## config.mk

```make
export PLATFORM = sky130hd
export DESIGN_NAME = pcg_regs
export DESIGN_NICKNAME = d
export VERILOG_FILES = /design/src/include/pcg_pkg.sv /design/src/hw/pcg_regs.sv
export SDC_FILE = /design/constraint.sdc
export NUM_CORES = 1
export LEC_CHECK = 0
export ABC_AREA = 1
export BUFFER_PORTS_ARGS = -buffer_cell sky130_fd_sc_hd__buf_4
export CORE_UTILIZATION = 45
export DETAILED_ROUTE_END_ITERATION = 8
export HOLD_SLACK_MARGIN = 0.02
export PLACE_DENSITY = 0.83
export SYNTH_ARGS = -nofsm -noshare
export SYNTH_HDL_FRONTEND = slang
export SYNTH_SLANG_ARGS = --single-unit
```

## constraint.sdc

```tcl
create_clock -name hclk -period 1.71 [get_ports hclk]
set_input_delay 0.4275 -clock hclk [delete_from_list [all_inputs] [get_ports hclk]]
set_output_delay 0.4275 -clock hclk [all_outputs]
set_load 0.05 [all_outputs]
```

## src/include/pcg_pkg.sv

```systemverilog
// package: register map, field positions and constants of the pll clock generator registers
`default_nettype none
package pcg_pkg;
   localparam int HADDR_W = 32;
   localparam int HDATA_W = 32;

   // register byte offsets
   localparam logic [31:0] PCG_CTRL_OFS = 32'h0000_0000;
   localparam logic [31:0] PCG_BW_OFS   = 32'h0000_0004;
   localparam logic [31:0] PCG_PROG_OFS = 32'h0000_0008;

   // decoded register index
   localparam logic [1:0] IDX_CTRL = 2'h0;
   localparam logic [1:0] IDX_BW   = 2'h1;
   localparam logic [1:0] IDX_PROG = 2'h2;
   localparam logic [1:0] IDX_NONE = 2'h3;

   // pll_control_reg fields
   localparam int CTRL_IE_BIT    = 7;
   localparam int CTRL_FLAG_BIT  = 6;
   localparam int CTRL_PLL_POWER_ON_BIT = 5;
   localparam int CTRL_BCS_BIT   = 4;
   localparam logic [3:0] CTRL_LOW_ONES = 4'hF;

   // bandwidth_control_reg fields
   localparam int BW_AUTO_BIT = 7;
   localparam int BW_LOCK_BIT = 6;
   localparam int BW_ACQ_BIT  = 5;
   localparam int BW_XLD_BIT  = 4;
   localparam logic [3:0] BW_TEST_READ = 4'h0;

   // pll_programming_reg fields
   localparam int PROG_MUL_HI = 7;
   localparam int PROG_MUL_LO = 4;
   localparam int PROG_VRS_HI = 3;
   localparam int PROG_VRS_LO = 0;

   // values after reset
   localparam logic       RST_IE    = 1'b0;
   localparam logic       RST_FLAG  = 1'b0;
   localparam logic       RST_PLL_POWER_ON = 1'b1;
   localparam logic       RST_BCS   = 1'b0;
   localparam logic       RST_AUTO  = 1'b0;
   localparam logic       RST_ACQ   = 1'b0;
   localparam logic [3:0] RST_MUL   = 4'h6;
   localparam logic [3:0] RST_VRS   = 4'h6;

   // counts
   localparam int SWITCH_EDGES_DEF = 3;
   localparam int XLD_FACTOR       = 4;

   // ahb-lite codes
   localparam logic       HRESP_OKAY = 1'b0;

   typedef enum logic {SEL_RUN, SEL_HOLD} pcg_sel_state_t;
endpackage : pcg_pkg
`default_nettype wire

```

## src/hw/pcg_regs.sv

```systemverilog
// pll clock generator control and status registers with an ahb-lite slave port
`default_nettype none
// Notes on behaviour
// Manual bandwidth mode holds the lock interrupt enable at 0; reset clears it.
// Lock indicator change sets the flag; flag and enable raise the interrupt.
// Any read of the control register clears the lock-change flag; reset too. A lock change in the same cycle wins and sets it.
// Manual mode reads flag and lock as 0 and raises no interrupt.
// VCO selected keeps PLL power on forced 1; reset sets it.
// Select bit forced 0 while PLL off or range zero; reset clears it.
// Select 1 gives VCO clock over two, 0 gives crystal clock over two.
// After select change, output holds static for three crystal and VCO edges.
// Four low control bits always read as ones.
// Bandwidth mode bit: 1 automatic, 0 manual; reset gives manual.
// Automatic mode lock bit is read-only lock status; reset clears it.
// Acquisition bit is status in automatic, writable control in manual.
// Manually written acquisition value is kept through automatic mode.
// Writing 1 to crystal-loss starts a 4N cycle check of the crystal.
// Crystal-loss check works only with VCO selected; otherwise reads 0.
// Software writes zeros to the bandwidth register test bits.
// Multiplier field sets divider ratio N, zero acting as one; reset 6.
// While PLL power is on the programming register ignores writes.
// Range field zero disables PLL and clears select; reset loads 6.
// Automatic mode sets the flag on each lock change regardless of enable.
// VCO may be selected without lock; software confirms lock first.
// No low-power state alters any clock generator setting.
// Lock and acquisition inputs are synchronised before flag generation.
module pcg_regs
#(
   parameter int SWITCH_EDGES = pcg_pkg::SWITCH_EDGES_DEF
)
(
   input  wire logic                           hclk,
   input  wire logic                           hresetn,
   input  wire logic                           hsel,
   input  wire logic [pcg_pkg::HADDR_W-1:0]    haddr,
   input  wire logic [1:0]                     htrans,
   input  wire logic                           hwrite,
   input  wire logic [2:0]                     hsize,
   input  wire logic [pcg_pkg::HDATA_W-1:0]    hwdata,
   input  wire logic                           hready,
   output var  logic                           hreadyout,
   output var  logic                           hresp,
   output var  logic [pcg_pkg::HDATA_W-1:0]    hrdata,
   input  wire logic                           crystal_clock,
   input  wire logic                           vco_clock,
   input  wire logic                           lock_detect_in,
   input  wire logic                           tracking_status_in,
   output var  logic                           base_clock_out,
   output var  logic                           lock_irq_request,
   output var  logic                           pll_power_enable,
   output var  logic [3:0]                     feedback_divider_ratio,
   output var  logic [3:0]                     vco_range,
   output var  logic                           auto_bandwidth,
   output var  logic                           filter_tracking
);
   import pcg_pkg::*;

   localparam int         SYN_XTAL = 0;
   localparam int         SYN_VCO  = 1;
   localparam int         SYN_LOCK = 2;
   localparam int         SYN_ACQ  = 3;
   localparam logic [1:0] EDGE_LAST = 2'(SWITCH_EDGES);

   if (SWITCH_EDGES < 1 || SWITCH_EDGES > 3)
   begin : g_bad_edges
      $error("SWITCH_EDGES must lie between 1 and 3");
   end
   function automatic logic [1:0] reg_index(input logic [HADDR_W-1:0] a);
      if (a == PCG_CTRL_OFS)
         return IDX_CTRL;
      if (a == PCG_BW_OFS)
         return IDX_BW;
      if (a == PCG_PROG_OFS)
         return IDX_PROG;
      return IDX_NONE;
   endfunction : reg_index
   logic                 hreadyout_r;
   logic                 hresp_r;
   logic [HDATA_W-1:0]   hrdata_r;
   logic                 wr_pend_r;
   logic [1:0]           wr_idx_r;
   logic [3:0]           syn_s1_r;
   logic [3:0]           syn_s2_r;
   logic [3:0]           syn_s3_r;
   logic                 ie_r;
   logic                 flag_r;
   logic                 pll_power_on_r;
   logic                 bcs_r;
   logic                 auto_r;
   logic                 acq_man_r;
   logic                 xld_r;
   logic                 xld_run_r;
   logic [5:0]           xld_cnt_r;
   logic [3:0]           mul_r;
   logic [3:0]           vrs_r;
   pcg_sel_state_t       sel_state_r;
   logic                 sel_applied_r;
   logic [1:0]           xcnt_r;
   logic [1:0]           vcnt_r;
   logic                 base_clock_out_r;
   logic                 addr_ok;
   logic                 rd_take;
   logic                 wr_take;
   logic                 rd_ctrl_take;
   logic                 wr_ctrl;
   logic                 wr_bw;
   logic                 wr_prog;
   logic                 lock_chg;
   logic                 x_edge;
   logic                 v_edge;
   logic                 src_edge;
   logic [3:0]           ratio_n;
   logic [7:0]           ctrl_rd;
   logic [7:0]           bw_rd;
   logic [7:0]           prog_rd;
   logic [7:0]           rd_byte;

   // ahb-lite address phase decode
   assign addr_ok      = hsel && htrans[1] && hready;
   assign rd_take      = addr_ok && !hwrite;
   assign wr_take      = addr_ok && hwrite;
   assign rd_ctrl_take = rd_take && (reg_index(haddr) == IDX_CTRL);
   assign wr_ctrl      = wr_pend_r && (wr_idx_r == IDX_CTRL);
   assign wr_bw        = wr_pend_r && (wr_idx_r == IDX_BW);
   assign wr_prog      = wr_pend_r && (wr_idx_r == IDX_PROG);

   assign x_edge   = syn_s2_r[SYN_XTAL] && !syn_s3_r[SYN_XTAL];
   assign v_edge   = syn_s2_r[SYN_VCO] && !syn_s3_r[SYN_VCO];
   assign src_edge = sel_applied_r ? v_edge : x_edge;
   assign lock_chg = auto_r && (syn_s2_r[SYN_LOCK] != syn_s3_r[SYN_LOCK]);
   assign ratio_n  = (mul_r == 4'h0) ? 4'h1 : mul_r;

   assign ctrl_rd = {ie_r, flag_r && auto_r, pll_power_on_r, bcs_r, CTRL_LOW_ONES};
   assign bw_rd   = {auto_r,
                     auto_r && syn_s2_r[SYN_LOCK],
                     auto_r ? syn_s2_r[SYN_ACQ] : acq_man_r,
                     xld_r && bcs_r,
                     BW_TEST_READ};
   assign prog_rd = {mul_r, vrs_r};

   always_comb
   begin
      rd_byte = 8'h00;
      unique case (reg_index(haddr))
         IDX_CTRL: rd_byte = ctrl_rd;
         IDX_BW:   rd_byte = bw_rd;
         IDX_PROG: rd_byte = prog_rd;
         IDX_NONE: rd_byte = 8'h00;
      endcase
   end

   // bus slave: zero-wait reads, one wait state on writes so a following read sees new data
   always_ff @(posedge hclk or negedge hresetn)
   begin
      if (!hresetn)
      begin
         wr_pend_r   <= 1'b0;
         wr_idx_r    <= IDX_NONE;
         hreadyout_r <= 1'b1;
         hresp_r     <= HRESP_OKAY;
         hrdata_r    <= 32'h0000_0000;
      end
      else
      begin
         wr_pend_r   <= wr_take;
         hreadyout_r <= !wr_take;
         hresp_r     <= HRESP_OKAY;
         if (wr_take)
            wr_idx_r <= reg_index(haddr);
         if (rd_take)
            hrdata_r <= {24'h00_0000, rd_byte};
      end
   end

   // crystal, vco, lock and acquisition inputs cross into hclk
   always_ff @(posedge hclk or negedge hresetn)
   begin
      if (!hresetn)
      begin
         syn_s1_r <= 4'h0;
         syn_s2_r <= 4'h0;
         syn_s3_r <= 4'h0;
      end
      else
      begin
         syn_s1_r <= {tracking_status_in, lock_detect_in, vco_clock, crystal_clock};
         syn_s2_r <= syn_s1_r;
         syn_s3_r <= syn_s2_r;
      end
   end

   // interrupt enable, only writable in automatic mode
   always_ff @(posedge hclk or negedge hresetn)
   begin
      if (!hresetn)
         ie_r <= RST_IE;
      else if (!auto_r)
         ie_r <= 1'b0;
      else if (wr_ctrl)
         ie_r <= hwdata[CTRL_IE_BIT];
   end

   // lock-change flag: a new lock change wins over the read clear
   always_ff @(posedge hclk or negedge hresetn)
   begin
      if (!hresetn)
         flag_r <= RST_FLAG;
      else if (lock_chg)
         flag_r <= 1'b1;
      else if (rd_ctrl_take || !auto_r)
         flag_r <= 1'b0;
   end

   // power and select interlock; old values used so both cannot move in one write
   // no low-power input reaches this block, so settings survive standby untouched
   always_ff @(posedge hclk or negedge hresetn)
   begin
      if (!hresetn)
         pll_power_on_r <= RST_PLL_POWER_ON;
      else if (bcs_r)
         pll_power_on_r <= 1'b1;
      else if (wr_ctrl)
         pll_power_on_r <= hwdata[CTRL_PLL_POWER_ON_BIT];
   end

   always_ff @(posedge hclk or negedge hresetn)
   begin
      if (!hresetn)
         bcs_r <= RST_BCS;
      else if (!pll_power_on_r || vrs_r == 4'h0)
         bcs_r <= 1'b0;
      else if (wr_ctrl)
         // select may not rise in the same write that turns power off
         bcs_r <= hwdata[CTRL_BCS_BIT] && (bcs_r || hwdata[CTRL_PLL_POWER_ON_BIT]);
   end

   // bandwidth mode and manual acquisition value; test bits are dropped
   always_ff @(posedge hclk or negedge hresetn)
   begin
      if (!hresetn)
      begin
         auto_r    <= RST_AUTO;
         acq_man_r <= RST_ACQ;
      end
      else if (wr_bw)
      begin
         auto_r <= hwdata[BW_AUTO_BIT];
         if (!auto_r)
            acq_man_r <= hwdata[BW_ACQ_BIT];
      end
   end

   // crystal-loss check: any crystal edge inside the 4N window clears the bit
   always_ff @(posedge hclk or negedge hresetn)
   begin
      if (!hresetn)
      begin
         xld_r     <= 1'b0;
         xld_run_r <= 1'b0;
         xld_cnt_r <= 6'h00;
      end
      else if (!bcs_r)
      begin
         xld_r     <= 1'b0;
         xld_run_r <= 1'b0;
         xld_cnt_r <= 6'h00;
      end
      else if (wr_bw && hwdata[BW_XLD_BIT])
      begin
         xld_r     <= 1'b1;
         xld_run_r <= 1'b1;
         xld_cnt_r <= 6'(32'(ratio_n) * XLD_FACTOR);
      end
      else if (xld_run_r)
      begin
         if (x_edge)
            xld_r <= 1'b0;
         if (xld_cnt_r == 6'h01)
            xld_run_r <= 1'b0;
         xld_cnt_r <= 6'(xld_cnt_r - 6'h01);
      end
   end

   // programming register, locked while powered
   always_ff @(posedge hclk or negedge hresetn)
   begin
      if (!hresetn)
      begin
         mul_r <= RST_MUL;
         vrs_r <= RST_VRS;
      end
      else if (wr_prog && !pll_power_on_r)
      begin
         mul_r <= hwdata[PROG_MUL_HI:PROG_MUL_LO];
         vrs_r <= hwdata[PROG_VRS_HI:PROG_VRS_LO];
      end
   end

   // base clock: source over two, frozen while the switch waits on both clocks
   always_ff @(posedge hclk or negedge hresetn)
   begin
      if (!hresetn)
      begin
         sel_state_r      <= SEL_RUN;
         sel_applied_r    <= 1'b0;
         xcnt_r           <= 2'h0;
         vcnt_r           <= 2'h0;
         base_clock_out_r <= 1'b0;
      end
      else
      begin
         unique case (sel_state_r)
            SEL_RUN:
            begin
               if (bcs_r != sel_applied_r)
               begin
                  sel_state_r <= SEL_HOLD;
                  xcnt_r      <= 2'h0;
                  vcnt_r      <= 2'h0;
               end
               else if (src_edge)
                  base_clock_out_r <= !base_clock_out_r;
            end
            SEL_HOLD:
            begin
               if (x_edge && xcnt_r != EDGE_LAST)
                  xcnt_r <= 2'(xcnt_r + 2'h1);
               if (v_edge && vcnt_r != EDGE_LAST)
                  vcnt_r <= 2'(vcnt_r + 2'h1);
               if (xcnt_r == EDGE_LAST && vcnt_r == EDGE_LAST)
               begin
                  sel_applied_r <= bcs_r;
                  sel_state_r   <= SEL_RUN;
               end
            end
         endcase
      end
   end

   // registered outputs toward the analog pll and the cpu
   always_ff @(posedge hclk or negedge hresetn)
   begin
      if (!hresetn)
      begin
         lock_irq_request       <= 1'b0;
         pll_power_enable       <= 1'b0;
         feedback_divider_ratio <= 4'h1;
         vco_range              <= 4'h0;
         auto_bandwidth         <= 1'b0;
         filter_tracking        <= 1'b0;
      end
      else
      begin
         lock_irq_request       <= flag_r && ie_r && auto_r;
         pll_power_enable       <= pll_power_on_r && (vrs_r != 4'h0);
         feedback_divider_ratio <= ratio_n;
         vco_range              <= vrs_r;
         auto_bandwidth         <= auto_r;
         filter_tracking        <= auto_r ? syn_s2_r[SYN_ACQ] : acq_man_r;
      end
   end
   assign hreadyout      = hreadyout_r;
   assign hresp          = hresp_r;
   assign hrdata         = hrdata_r;
   assign base_clock_out = base_clock_out_r;
endmodule : pcg_regs
`default_nettype wire

```

# Word level (Yosys, flattened, before mapping)
# Index checks and enable logic that the tools add are counted.
# classes
add_sub_neg	3
mul	0
n_div	0
order_cmp	0
n_eq_ne	20
shift	0
n_mux	52
bitwise	3
n_reduce_logical	48
# op_table
operator	count
32-bit by 3-bit == test with 1-bit output (second input constant)	1
32-bit by 4-bit == test with 1-bit output (second input constant)	1
32-bit logical NOT	1
1-bit 2-to-1 mux	32
8-bit case mux with 4 select lines	1
2-bit 2-to-1 mux	12
1-bit logical AND	23
6-bit 2-to-1 mux	3
2-bit == test (second input constant)	5
2-bit AND reduction	5
4-bit logical NOT	2
2-bit case mux with 2 select lines	2
1-bit logical NOT	7
6-bit by 1-bit == test with 1-bit output (second input constant)	1
2-bit by 1-bit != test with 1-bit output (second input constant)	3
2-bit != test (second input constant)	3
3-bit by 1-bit != test with 1-bit output (second input constant)	2
2-bit nonzero test	3
6-bit by 1-bit subtractor with 6-bit output (second input constant)	1
2-bit by 1-bit adder with 2-bit output (second input constant)	2
2-bit by 1-bit == test with 1-bit output (second input constant)	2
2-bit logical NOT	2
4-bit 2-to-1 mux	1
4-bit nonzero test	1
5 further kinds	10
# word_totals
reg_bits	64
latch_bits	0
ram_bits	0
rom_bits	0
in_bits	78
n_memories	0

# Longest topological paths before layout
# Gate-level depths: netlist (run 1).
# logic_depth
depth_word	13
depth_mapped	9

# Least setup slack after synthesis (run 1)
# No wires, ideal clock.
# synth_path
path_type	register to register
startpoint	register wr_idx_r[0]
endpoint	register xld_cnt_r[2]
setup_ns	0.133
arrival_ns	1.201
t_required_ns	1.577
slack_ns	0.376
stages_incl_launch_ff	7
path_buffers	1
period_less_slack_ns	1.334
path_cell_list	dfstp_2 > nand2_1 > nor2_2 > nand2_1 > buf_2 > o21ai_0 > o22ai_1
# synth_between
elab_chain_cells	5
elab_cells_between_ends	6
# synth_lines
element	line	source
start: declaration	pcg_regs.sv:81	logic [1:0] wr_idx_r;
start signal: assignment	pcg_regs.sv:169	wr_idx_r <= reg_index(haddr);
2-bit by 1-bit == test with 1-bit output (*)	pcg_regs.sv:124	assign wr_bw = wr_pend_r && (wr_idx_r == IDX_BW);
1-bit logical AND (*)	pcg_regs.sv:124	
1-bit logical AND (*)	pcg_regs.sv:268	else if (wr_bw && hwdata[BW_XLD_BIT])
6-bit 2-to-1 mux	pcg_regs.sv:268	
6-bit 2-to-1 mux	pcg_regs.sv:262	else if (!bcs_r)
end signal: assignment	pcg_regs.sv:272	xld_cnt_r <= 6'(32'(ratio_n) * XLD_FACTOR);
end signal: assignment	pcg_regs.sv:280	xld_cnt_r <= 6'(xld_cnt_r - 6'h01);
end: declaration	pcg_regs.sv:93	logic [5:0] xld_cnt_r;
# Every way passes the cells marked *; elsewhere a longest branch is shown, timed or not.
# A chain may end at the register's enable or synchronous reset.

# Worst setup path in the final report (run 1)
# Same ends and word-level chain as after synthesis.

==> results of run 1 <==
where the power goes:
group	leakage (nW)	switching (W)	internal, W
registers	0.772	0.000250	0.00194
logic	0.985	0.00104	0.000478
clock network	0.103	0.000538	0.000749
total	1.86	0.00183	0.00316
state kept, by name (all words and copies together) (netlist names), 2 cells and up:
name / cells
mul_r: 4
syn_s3_r: 3
xcnt_r: 2
hrdata: 8
syn_s2_r: 4
wr_idx_r: 2
xld_cnt_r: 6
vcnt_r: 2
feedback_divider_ratio: 4
vrs_r: 4
vco_range: 4
syn_s1_r: 4
layout by cell type, fill, tap and decap left out, types with 3 or more instances in the layout:
cell | netlist | layout
sky130_fd_sc_hd__buf_4 | 25 | 74
sky130_fd_sc_hd__nand2_1 | 63 | 63
sky130_fd_sc_hd__dfrtp_1 | 55 | 55
sky130_fd_sc_hd__nor2_1 | 41 | 41
sky130_fd_sc_hd__inv_1 | 31 | 31
sky130_fd_sc_hd__conb_1 | 1 | 25
sky130_fd_sc_hd__o21ai_0 | 17 | 17
sky130_fd_sc_hd__a21oi_1 | 13 | 13
sky130_fd_sc_hd__nand3_1 | 11 | 11
sky130_fd_sc_hd__clkbuf_8 | 0 | 11
sky130_fd_sc_hd__dfstp_2 | 9 | 9
sky130_fd_sc_hd__o22ai_1 | 6 | 6
sky130_fd_sc_hd__mux2_2 | 6 | 6
sky130_fd_sc_hd__nor2_2 | 5 | 5
sky130_fd_sc_hd__ha_1 | 4 | 4
sky130_fd_sc_hd__xor2_1 | 3 | 3
how the worst min path moves through the flow:
| stage | startpoint | to | slack, ns |
|---|---|---|---|
| after global placement | hresetn | vcnt_r[0] | 0.32 |
| after floorplan | hresetn | acq_man_r | 0.13 |
| after CTS | lock_detect_in | syn_s1_r[2] | 0.18 |
| after global routing | lock_detect_in | syn_s1_r[2] | 0.18 |
| after detailed placement | hresetn | vcnt_r[0] | 0.32 |
| final | lock_detect_in | syn_s1_r[2] | 0.20 |
kinds of logic after synthesis:
kind of cell | synth area share
buf+inv | 0.114
compound gates | 0.0951
other cells | 0.00128
mux | 0.0230
fa+ha+maj | 0.0171
flops | 0.549
xor+xnor | 0.0149
simple gates | 0.185
final cells by class:
class,count,area (um2),area share
Clock buffer,13,159,0.0429
Inverter,34,130,0.0351
Multi-Input combinational cell,216,1080,0.291
Sequential cell,64,1610,0.436
Timing Repair Buffer,76,586,0.158
Tap cell,77,96.3,0.0260
Clock inverter,3,40.0,0.0108
layer usage:
metal / part of all wire / GRT usage
met5: 0 / 0
met4: 0.019 / 0.116
met3: 0.058 / 0.0440
met2: 0.50 / 0.305
met1: 0.43 / 0.245
critical path, cell delays in order (launching register included):
cell and delay, ns:
sky130_fd_sc_hd__dfstp_2 0.54, sky130_fd_sc_hd__nand2_1 0.06, sky130_fd_sc_hd__nor2_2 0.11, sky130_fd_sc_hd__nand2_1 0.17, sky130_fd_sc_hd__buf_4 0.21, sky130_fd_sc_hd__o21ai_0 0.17, sky130_fd_sc_hd__o22ai_1 0.09
stage by stage:
step / util / cells / setup WS, ns / power [W] / instance area, um2
after floorplan: - / 343 / 0.376 / 0.00326 / 3030
after global placement: 0.553 / 466 / 0.155 / 0.00369 / 3490
after detailed placement: 0.553 / 466 / 0.120 / 0.00374 / 3490
after CTS: 0.586 / 483 / 0.225 / 0.00503 / 3700
after global routing: 0.586 / 483 / 0.0842 / 0.00525 / 3700
final: 0.586 / 483 / 0.241 / 0.00499 / 3700
==> metrics.log, run 1 <==
[metrics] status: completed
[metrics] category of the worst setup path capture point: flop
[metrics] Hold-fix buffers, CTS: 1
[metrics] largest driver fanout on the critical path: 7
[metrics] library cell with the highest instance count after synthesis: sky130_fd_sc_hd__nand2_1
[metrics] die height: 82.8 um
[metrics] Remaining DRCs: 0
[metrics] fraction of final layout cells with drive strength greater than 1: 0.293
[metrics] GR Overflow Total: 0
[metrics] fraction of the cycle the final worst path needs: 0.859
[metrics] H-tree depth: 3
[metrics] clock network latency to the later pin of the worst-skew pair: 0.34 ns
[metrics] TritonCTS clock tree: built
[metrics] P per Cell Area: ~1300 nW/um2
[metrics] vias in the first global route: 2228
[metrics] antenna violations before repair: 0
[metrics] leakage power: about 1.9 nW
[metrics] count of max-cap constraint violations: 0
[metrics] total iterations of the first detailed-routing run: 4
[metrics] share of flip-flops with an asynchronous set or reset after synthesis: 1.00
[metrics] end of the worst register-to-register path: xld_cnt_r[2]
[metrics] data arrival time at the worst-slack endpoint: between 1.5 and 2 ns
[metrics] worst min path class: input pin to flop
[metrics] floorplan die area: 6850 um2
[metrics] core outline area: 6310 um2
[metrics] Final min period: 1.47 ns
[metrics] post-synth top area cell: sky130_fd_sc_hd__dfrtp_1
[metrics] number of design-rule violations left by the first detailed-router iteration: roughly 140
[metrics] flip-flop cell with the highest count after synthesis: sky130_fd_sc_hd__dfrtp_1
[metrics] post-synthesis cell type count: 33
[metrics] Detailed Place HPWL: 4.33 mm
[metrics] last weighted congestion value of the routability-driven placer: approximately 0.87
[metrics] Reg2Reg Setup Slack: 0.24 ns
[metrics] list of most frequent post-synthesis cells: sky130_fd_sc_hd__nand2_1, sky130_fd_sc_hd__dfrtp_1, sky130_fd_sc_hd__nor2_1
[metrics] Routed Wire Length: between 5 and 6 mm
[metrics] Final setup violation count: 0
[metrics] proportion of netlist area held by the largest area contributor: 0.469
[metrics] number of clock sinks: 64
[metrics] number of enable-type register cells in the synthesized netlist: 0
[metrics] FP Rows: 29
[metrics] antenna diode count: 0
[metrics] Area Overhead vs Synth: 26.1%
[metrics] Required @ worst endpoint: 1.92 ns
[metrics] Avg Inst Size Synth: 9.20 um2
[metrics] synth top area cells: sky130_fd_sc_hd__dfrtp_1, sky130_fd_sc_hd__dfstp_2, sky130_fd_sc_hd__nand2_1, sky130_fd_sc_hd__buf_4, sky130_fd_sc_hd__nor2_1
[metrics] number of max-slew violations in the final report: 0
[metrics] maximum number of pins on one net before global-route repair: 46
[metrics] post-synthesis instance area: 2940 um2
[metrics] I/O pin cnt: 125
[metrics] count of instances resized after the clock tree is built: 0
[metrics] Final Hold Vio Count: 0
[metrics] Yosys warning total: 0
[metrics] summed negative setup slack over all endpoints: 0 ns
[metrics] number of buffers added for setup after CTS: 0
[metrics] unrepaired setup endpoints after global routing: no
[metrics] wire length of the first global-routing pass: 9.75 mm
[metrics] number of buffer cells added on primary ports: 71
[metrics] clock slew at reported path FFs: 0.07 ns
[metrics] antenna-violating nets left: 0
[metrics] f_max: between 600 and 700 MHz
[metrics] combined global-route utilization of all metal layers: 0.194
[metrics] count of nets after finishing: between 400 and 500
[metrics] final hold slack: 0.198 ns
[metrics] wire per inst: 12.2 um
[metrics] Clock Skews: 0.00676 ns
[metrics] routed via count divided by cell count: between 4 and 5
[metrics] clock buffer count from CTS: 9
[metrics] vias post-DR: 2314
[metrics] Clock Path Buffers: 2
[metrics] synthesized flop and latch total: 64
[metrics] Hold Path Cell Cnt: 1
[metrics] buffer type at the clock tree root: sky130_fd_sc_hd__clkbuf_8
[metrics] number of inserted filler cells in the final layout: 554
[metrics] sequential fraction of the synthesis area: 0.549
[metrics] type of element launching the critical path: flop
[metrics] start point of the critical path: wr_idx_r[0]
[metrics] worst vdd ir: 0.800 mV
[metrics] Mapped Cells: about 320
[metrics] worst setup path category: flop to flop
[metrics] worst r2r src: wr_idx_r[0]
[metrics] critical path capture point: xld_cnt_r[2]
[metrics] effective utilization at floorplan: 0.465
[metrics] x dimension of the die: 82.8 um
[metrics] number of cell instances on the worst register-to-register path: 6
Note: power is estimated with default switching activity, not from simulation.
==> run 2: changes to the inputs <==
--- a/config.mk
+++ b/config.mk
@@ -5,12 +5,12 @@
 export SDC_FILE = /design/constraint.sdc
 export NUM_CORES = 1
 export LEC_CHECK = 0
-export ABC_AREA = 1
 export BUFFER_PORTS_ARGS = -buffer_cell sky130_fd_sc_hd__buf_4
 export CORE_UTILIZATION = 45
 export DETAILED_ROUTE_END_ITERATION = 8
 export HOLD_SLACK_MARGIN = 0.02
-export PLACE_DENSITY = 0.83
+export PLACE_DENSITY = 0.84
+export SETUP_SLACK_MARGIN = 0.02
 export SYNTH_ARGS = -nofsm -noshare
 export SYNTH_HDL_FRONTEND = slang
 export SYNTH_SLANG_ARGS = --single-unit
==> metrics.log, run 2 <==
[metrics] status: completed (unchanged)
[metrics] most congested layer reported by global routing: met2 (unchanged)
[metrics] cell-by-cell trace of the critical path: inv_1 > ha_1 > or4b_2 > o21ai_0 > a21oi_1 (was nand2_1 > nor2_2 > nand2_1 > buf_4 > o21ai_0 > o22ai_1)
[metrics] Mapped Cells: 238 (was 319)
[metrics] fraction of the cycle the final worst path needs: 0.926 (was 0.859)
[metrics] PnR Total Power: 0.00364 W (was 0.00499 W)
[metrics] flip-flop cell with the highest count after synthesis: sky130_fd_sc_hd__dfrtp_1 (unchanged)
[metrics] count of max-cap constraint violations: 0 (unchanged)
[metrics] biggest cell delay along the critical path: 0.57 ns (was 0.54 ns)
[metrics] number of enable-type register cells in the synthesized netlist: 0 (unchanged)
[metrics] FP Rows: 28 (was 29)
[metrics] leading cell type in the layout, fill and taps excluded: sky130_fd_sc_hd__buf_4 (unchanged)
[metrics] vias in the first global route: 1902 (was 2228)
[metrics] buffer type at the clock tree root: sky130_fd_sc_hd__clkbuf_8 (unchanged)
[metrics] Detailed Place HPWL: 4.16 mm (was 4.33 mm)
[metrics] number of design-rule violations left by the first detailed-router iteration: 89 (was 141)
[metrics] count of nets after finishing: 400 (was 483)
[metrics] number of flip-flops under the largest register name: 8 (unchanged)
[metrics] Reg2Reg Setup Slack: 0.13 ns (was 0.24 ns)
[metrics] unrepaired setup endpoints after global routing: no (unchanged)
[metrics] Final setup violation count: 0 (unchanged)
[metrics] most frequent cells in the layout: sky130_fd_sc_hd__buf_4, sky130_fd_sc_hd__dfrtp_1, sky130_fd_sc_hd__conb_1 (was sky130_fd_sc_hd__buf_4, sky130_fd_sc_hd__nand2_1, sky130_fd_sc_hd__dfrtp_1)
[metrics] clock slew at reported path FFs: 0.07 ns (about the same)
[metrics] synth top area cells: sky130_fd_sc_hd__dfrtp_1, sky130_fd_sc_hd__dfstp_2, sky130_fd_sc_hd__buf_4, sky130_fd_sc_hd__mux2_2, sky130_fd_sc_hd__o31ai_1 (was sky130_fd_sc_hd__dfrtp_1, sky130_fd_sc_hd__dfstp_2, sky130_fd_sc_hd__nand2_1, sky130_fd_sc_hd__buf_4, sky130_fd_sc_hd__nor2_1)
[metrics] Hold Path End: syn_s1_r[2] (unchanged)
[metrics] Critical Path Slowest Stage Cell: sky130_fd_sc_hd__or4b_2 (was sky130_fd_sc_hd__dfstp_2)
[metrics] wire length of the first global-routing pass: 8.63 mm (was 9.75 mm)
[metrics] GR Overflow Total: 0 (unchanged)
[metrics] total iterations of the first detailed-routing run: 4 (unchanged)
[metrics] Largest delay share family, worst path: simple AND/OR/NAND/NOR gates (was flip-flops)
[metrics] Final min period: 1.58 ns (was 1.47 ns)
[metrics] combined global-route utilization of all metal layers: 0.181 (was 0.194)
[metrics] leakage power: 1.76 nW (was 1.86 nW)
[metrics] Yosys warning total: 0 (unchanged)
[metrics] number of clock sinks: 64 (unchanged)
[metrics] GR Util met3: 0.0315 (was 0.0440)
[metrics] routed via count divided by cell count: 5.09 (was 4.79)
[metrics] last weighted congestion value of the routability-driven placer: 0.777 (was 0.870)
[metrics] post-synthesis instance area: 2820 um2 (was 2940 um2)
[metrics] Required @ worst endpoint: 1.93 ns (was 1.92 ns)
[metrics] share of flip-flops with an asynchronous set or reset after synthesis: 1.00 (unchanged)
[metrics] Hold-fix buffers, CTS: 1 (unchanged)
[metrics] Min-Delay Startpoint: lock_detect_in (unchanged)
[metrics] Routed Wire Length: 5.39 mm (was 5.88 mm)
[metrics] Avg Inst Size Synth: 11.8 um2 (was 9.20 um2)
[metrics] antenna violations before repair: 0 (unchanged)
[metrics] number of cell instances on the worst register-to-register path: 5 (was 6)
[metrics] number of buffers added for setup after CTS: 0 (unchanged)
[metrics] Final Hold Vio Count: 0 (unchanged)
[metrics] clock network latency to the later pin of the worst-skew pair: 0.33 ns (was 0.34 ns)
[metrics] type of element launching the critical path: flop (unchanged)
[metrics] TritonCTS clock tree: built (unchanged)
[metrics] worst setup path category: flop to flop (unchanged)
[metrics] end of the worst register-to-register path: xld_run_r (was xld_cnt_r[2])
[metrics] data arrival time at the worst-slack endpoint: 1.80 ns (was 1.68 ns)
[metrics] Clock Path Buffers: 2 (unchanged)
[metrics] core outline area: 5990 um2 (was 6310 um2)
[metrics] number of placed instances with taps included: 381 (was 466)
[metrics] met1 track demand over resource: 0.217 (was 0.245)
[metrics] wire per inst: 13.6 um (was 12.2 um)
[metrics] antenna diode count: 0 (unchanged)
[metrics] library cell with the highest instance count after synthesis: sky130_fd_sc_hd__dfrtp_1 (was sky130_fd_sc_hd__nand2_1)
[metrics] I/O pin cnt: 125 (unchanged)
[metrics] die height: 81.1 um (was 82.8 um)
[metrics] clock buffer count from CTS: 9 (unchanged)
[metrics] buffering stage count on the worst path with inverters included: 1 (unchanged)
[metrics] post-synth top area cell: sky130_fd_sc_hd__dfrtp_1 (unchanged)
[metrics] Remaining DRCs: 0 (unchanged)
[metrics] Area Overhead vs Synth: 26.8% (was 26.1%)
[metrics] Clock Skews: 0.00978 ns (was 0.00676 ns)
[metrics] number of buffer cells added on primary ports: 71 (unchanged)
[metrics] sequential fraction of the synthesis area: 0.572 (was 0.549)
[metrics] list of most frequent post-synthesis cells: sky130_fd_sc_hd__dfrtp_1, sky130_fd_sc_hd__buf_4, sky130_fd_sc_hd__nand2_1 (was sky130_fd_sc_hd__nand2_1, sky130_fd_sc_hd__dfrtp_1, sky130_fd_sc_hd__nor2_1)
[metrics] vias post-DR: 2025 (was 2314)
[metrics] antenna-violating nets left: 0 (unchanged)
[metrics] H-tree depth: 3 (unchanged)
[metrics] x dimension of the die: 81.1 um (was 82.8 um)
[metrics] worst vdd ir: 0.602 mV (was 0.800 mV)
[metrics] floorplan die area: 6580 um2 (was 6850 um2)
[metrics] post-synthesis cell type count: 47 (was 33)
[metrics] Hold Path Cell Cnt: 1 (unchanged)
[metrics] synthesized flop and latch total: 64 (unchanged)
[metrics] count of instances resized after the clock tree is built: 0 (unchanged)
[metrics] effective utilization at floorplan: 0.471 (was 0.465)
[metrics] largest driver fanout on the critical path: 3 (was 7)
[metrics] fraction of final layout cells with drive strength greater than 1: 0.381 (was 0.293)
[metrics] worst r2r src: xld_cnt_r[1] (was wr_idx_r[0])
[metrics] Max-Slew Margin vs Limit: 0.661
[metrics] f_max: 631 MHz (was 681 MHz)
[metrics] number of max-slew violations in the final report: 0 (unchanged)
[metrics] category of the worst setup path capture point: flop (unchanged)
[metrics] fin cells: 398 (was 483)
[metrics] worst min path class: input pin to flop (unchanged)
[metrics] maximum number of pins on one net before global-route repair: 42 (was 46)
[metrics] slew at the pin closest to its max-slew limit: ~0.5 ns
[metrics] P per Cell Area: 1020 nW/um2 (was 1350 nW/um2)
[metrics] GR Util met2: 0.301 (was 0.305)
[metrics] proportion of netlist area held by the largest area contributor: 0.488 (was 0.469)
## run 2: cell types whose count changed after synthesis, moves of 4 or more
cell,change
sky130_fd_sc_hd__nand3_1,-6
sky130_fd_sc_hd__nor2_2,-5
sky130_fd_sc_hd__clkbuf_1,+6
sky130_fd_sc_hd__o31ai_1,+7
sky130_fd_sc_hd__nor2_1,-33
sky130_fd_sc_hd__mux2_2,+7
sky130_fd_sc_hd__o22ai_1,-6
sky130_fd_sc_hd__nand2_1,-47
sky130_fd_sc_hd__nor2b_1,+8
sky130_fd_sc_hd__inv_1,-22
sky130_fd_sc_hd__nor4_1,+7
sky130_fd_sc_hd__a21oi_1,-8
sky130_fd_sc_hd__o21ai_0,-9
sky130_fd_sc_hd__mux2i_1,+4
## run 2: worst max-delay path by stage
stage | from | end | slack, ns | depth (start not counted)
floorplan | haddr[21] | flag_r | 0.05 | 4
global placement | haddr[21] | flag_r | -0.19 | 5
detailed placement | haddr[21] | flag_r | -0.21 | 5
CTS | xld_cnt_r[1] | xld_run_r | 0.11 | 5
global route | wr_idx_r[1] | bcs_r | 0.03 | 3
finish | xld_cnt_r[1] | xld_run_r | 0.13 | 5
## run 2: final cells by class
| class | instances | area (um2) |
|---|---|---|
| flip-flops and latches | 64 | 1610 |
| well taps | 75 | 93.8 |
| repair buffers | 79 | 608 |
| clock inverters | 3 | 15.0 |
| clock buffers | 13 | 169 |
| fillers | 484 | 2420 |
| multi-input cells | 155 | 1040 |
| inverters | 9 | 33.8 |
## run 2: power breakdown
group	switching (W)	total (W)	internal, W
Clock	0.000528	0.00117	0.000637
Combinational	0.000485	0.000735	0.000250
Sequential	0.0000804	0.00174	0.00166
## run 2: logic make-up after synthesis
logic type | after synthesis | share of synthesized area
fa+ha+maj | 4 | 0.0178
mux | 17 | 0.0661
flops | 64 | 0.572
buf+inv | 43 | 0.0905
xor+xnor | 7 | 0.0217
compound gates | 34 | 0.0839
simple gates | 68 | 0.146
other cells | 1 | 0.00133
## run 2: worst register-to-register path: cells and delay by family, from the launching register on
family | cells | cell delay [ns]
flops | 1 | 0.39
compound gates | 2 | 0.32
fa+ha+maj | 1 | 0.13
simple gates | 1 | 0.57
buf+inv | 1 | 0.08
## run 2: layer usage
| layer | up-vias | share of wire |
|---|---|---|
| met5 | - | 0 |
| met4 | 0 | 0.027 |
| met3 | 12 | 0.065 |
| met2 | 78 | 0.51 |
| met1 | 990 | 0.40 |
| li1 | 945 | - |
## run 2: stage by stage
stage	area (um2)	setup WS [ns]	util	hold slack, ns	TNS [ns]
floorplan	2910	0.0528	-	0.132	0
global placement	3380	-0.192	0.564	0.332	-1.40
detailed placement	3380	-0.213	0.564	0.335	-1.70
CTS	3570	0.113	0.596	0.180	0
global route	3570	0.0288	0.596	0.189	0
finish	3570	0.126	0.596	0.197	0
==> run 3: changes to the inputs <==
--- a/config.mk
+++ b/config.mk
@@ -5,11 +5,12 @@
 export SDC_FILE = /design/constraint.sdc
 export NUM_CORES = 1
 export LEC_CHECK = 0
+export ABC_AREA = 1
 export BUFFER_PORTS_ARGS = -buffer_cell sky130_fd_sc_hd__buf_4
-export CORE_UTILIZATION = 45
+export CORE_UTILIZATION = 48
 export DETAILED_ROUTE_END_ITERATION = 8
 export HOLD_SLACK_MARGIN = 0.02
-export PLACE_DENSITY = 0.84
+export PLACE_DENSITY = 0.87
 export SETUP_SLACK_MARGIN = 0.02
 export SYNTH_ARGS = -nofsm -noshare
 export SYNTH_HDL_FRONTEND = slang
==> metrics.log, run 3 (synthesis gave the netlist of run 1 again) <==
[metrics] status: completed (unchanged)
[metrics] Min-Delay Startpoint: crystal_clock (was lock_detect_in)
[metrics] clock buffer count from CTS: 9 (unchanged)
[metrics] f_max: 658 MHz (was 631 MHz)
[metrics] Clock Skews: 0.00759 ns (was 0.00978 ns)
[metrics] maximum number of pins on one net before global-route repair: 35 (was 42)
[metrics] effective utilization at floorplan: 0.496 (was 0.471)
[metrics] clock slew at reported path FFs: 0.07 ns (about the same)
[metrics] Hold Path End: syn_s1_r[0] (was syn_s1_r[2])
[metrics] antenna diode count: 0 (unchanged)
[metrics] number of inserted filler cells in the final layout: 484 (unchanged)
[metrics] wire per inst: 12.7 um (was 13.6 um)
[metrics] Remaining DRCs: 0 (unchanged)
[metrics] Clock Path Buffers: 2 (unchanged)
[metrics] PnR Total Power: 0.00518 W (was 0.00364 W)
[metrics] worst setup path category: flop to flop (unchanged)
[metrics] worst r2r src: wr_idx_r[0] (was xld_cnt_r[1])
[metrics] Area Overhead vs Synth: 27.2% (was 26.8%)
[metrics] GR Overflow Total: 0 (unchanged)
[metrics] number of placed instances with taps included: 464 (was 381)
[metrics] buffer type at the clock tree root: sky130_fd_sc_hd__clkbuf_8 (unchanged)
[metrics] number of flip-flops under the largest register name: 8 (unchanged)
[metrics] Hold Path Cell Cnt: 1 (unchanged)
[metrics] fraction of final layout cells with drive strength greater than 1: 0.300 (was 0.381)
[metrics] Sw Share: 0.367 (was 0.300)
[metrics] worst min path class: input pin to flop (unchanged)
[metrics] routed via count divided by cell count: 4.93 (was 5.09)
[metrics] largest driver fanout on the critical path: 9 (was 3)
[metrics] Reg2Reg Setup Slack: 0.19 ns (was 0.13 ns)
[metrics] Routed Wire Length: 6.12 mm (was 5.39 mm)
[metrics] FF+latch area: 1610 um2 (unchanged)
[metrics] relative contribution of sequential cells to total power: 0.426 (was 0.478)
[metrics] category of the worst setup path capture point: flop (unchanged)
[metrics] vias post-DR: 2372 (was 2025)
[metrics] count of nets after finishing: 483 (was 400)
[metrics] H-tree depth: 3 (unchanged)
[metrics] count of max-cap constraint violations: 0 (unchanged)
[metrics] number of max-slew violations in the final report: 0 (unchanged)
[metrics] P per Cell Area: 1390 nW/um2 (was 1020 nW/um2)
[metrics] sw power: 0.00190 W (was 0.00109 W)
[metrics] worst vdd ir: 0.734 mV (was 0.602 mV)
[metrics] total iterations of the first detailed-routing run: 5 (was 4)
[metrics] fraction of the cycle the final worst path needs: 0.888 (was 0.926)
[metrics] part of the total power dissipated in combinational logic: 0.294 (was 0.202)
[metrics] number of buffer cells added on primary ports: 71 (unchanged)
[metrics] die height: 80.2 um (was 81.1 um)
[metrics] floorplan die area: 6430 um2 (was 6580 um2)
[metrics] number of cell instances on the worst register-to-register path: 8 (was 5)
[metrics] end of the worst register-to-register path: xld_cnt_r[5] (was xld_run_r)
[metrics] TritonCTS clock tree: built (unchanged)
[metrics] Final min period: 1.52 ns (was 1.58 ns)
[metrics] combined global-route utilization of all metal layers: 0.213 (was 0.181)
[metrics] antenna violations before repair: 0 (unchanged)
[metrics] summed negative setup slack over all endpoints: 0 ns (unchanged)
[metrics] core outline area: 5920 um2 (was 5990 um2)
[metrics] FP Rows: 28 (unchanged)
[metrics] leakage power: 1.87 nW (was 1.76 nW)
[metrics] number of design-rule violations left by the first detailed-router iteration: 249 (was 89)
[metrics] type of element launching the critical path: flop (unchanged)
[metrics] antenna-violating nets left: 0 (unchanged)
[metrics] wire length of the first global-routing pass: 10.2 mm (was 8.63 mm)
[metrics] share of total power in the clock network: 0.280 (was 0.320)
[metrics] unrepaired setup endpoints after global routing: no (unchanged)
[metrics] number of clock sinks: 64 (unchanged)
[metrics] data arrival time at the worst-slack endpoint: 1.78 ns (was 1.80 ns)
[metrics] I/O pin cnt: 125 (unchanged)
[metrics] fin cells: 481 (was 398)
[metrics] total area of multi-input combinational cells: 1080 um2 (was 1040 um2)
[metrics] vias in the first global route: 2303 (was 1902)
[metrics] Final Hold Vio Count: 0 (unchanged)
[metrics] most frequent cells in the layout: sky130_fd_sc_hd__buf_4, sky130_fd_sc_hd__nand2_1, sky130_fd_sc_hd__dfrtp_1 (was sky130_fd_sc_hd__buf_4, sky130_fd_sc_hd__dfrtp_1, sky130_fd_sc_hd__conb_1)
[metrics] clock network latency to the later pin of the worst-skew pair: 0.34 ns (was 0.33 ns)
[metrics] Final setup violation count: 0 (unchanged)
[metrics] Detailed Place HPWL: 4.51 mm (was 4.16 mm)
[metrics] last weighted congestion value of the routability-driven placer: 0.834 (was 0.777)
[metrics] x dimension of the die: 80.2 um (was 81.1 um)
[metrics] leading cell type in the layout, fill and taps excluded: sky130_fd_sc_hd__buf_4 (unchanged)
[metrics] Required @ worst endpoint: 1.97 ns (was 1.93 ns)
[metrics] Int Power: 0.00328 W (was 0.00255 W)
-- run 3: metrics by stage --
step / util / instance area [um2] / hold slack, ns / setup slack [ns]
finish: 0.631 / 3730 / 0.193 / 0.191
CTS: 0.630 / 3730 / 0.175 / 0.116
global placement: 0.590 / 3490 / 0.332 / 0.162
floorplan: - / 3030 / 0.132 / 0.376
detailed placement: 0.590 / 3490 / 0.338 / 0.131
global route: 0.631 / 3730 / 0.173 / 0.0367
-- run 3: worst max-delay path, stage by stage (launching register included) --
cell                      delay [ns]
sky130_fd_sc_hd__dfstp_2        0.55
sky130_fd_sc_hd__nand2_1        0.09
sky130_fd_sc_hd__nor2_2         0.15
sky130_fd_sc_hd__nand2_2        0.15
sky130_fd_sc_hd__inv_2          0.11
sky130_fd_sc_hd__o21ai_2        0.10
sky130_fd_sc_hd__nor2_1         0.11
sky130_fd_sc_hd__o21ai_0        0.09
sky130_fd_sc_hd__o21ai_0        0.09
-- run 3: cell type report --
type,count,share of cell area
flip-flops and latches,64,0.432
clock buffers,10,0.0369
repair buffers,76,0.157
inverters,34,0.0349
multi-input cells,216,0.290
well taps,75,0.0251
clock inverters,6,0.0248
-- run 3: repair_timing --
| action | 4_1_cts | 5_1_grt |
|---|---|---|
| gates resized for setup | 0 | 1 |
| setup endpoints to repair | 0 | 1 |
| endpoints found under the hold margin | 22 | 0 |
| setup buffers | 0 | 0 |
| hold buffers | 1 | 0 |
-- run 3: power groups by stage --
stage	combinational [W]	clock, W	sequential [W]
after CTS	0.00153	0.00148	0.00220
after detailed placement	0.00152	0	0.00222
after global placement	0.00148	0	0.00220
after global routing	0.00164	0.00154	0.00224
final	0.00152	0.00145	0.00220
after floorplan	0.000559	0	0.00270
-- run 3: worst max path at each step --
stage / slack, ns / startpoint / endpoint
6_report: 0.19 / wr_idx_r[0] / xld_cnt_r[5]
5_1_grt: 0.04 / wr_idx_r[0] / xld_cnt_r[5]
4_1_cts: 0.12 / wr_idx_r[0] / xld_cnt_r[5]
3_5_place_dp: 0.13 / haddr[17] / hrdata[6]
3_3_place_gp: 0.16 / haddr[15] / hrdata[5]
2_1_floorplan: 0.38 / wr_idx_r[0] / xld_cnt_r[2]
-- run 3: per-layer routing --
| layer | vias up | wire length (um) | track usage |
|---|---|---|---|
| met3 | 20 | 325 | 0.0420 |
| li1 | 1144 | - | - |
| met2 | 97 | 3060 | 0.344 |
| met5 | - | 0 | 0 |
| met4 | 0 | 167 | 0.111 |
| met1 | 1111 | 2570 | 0.270 |
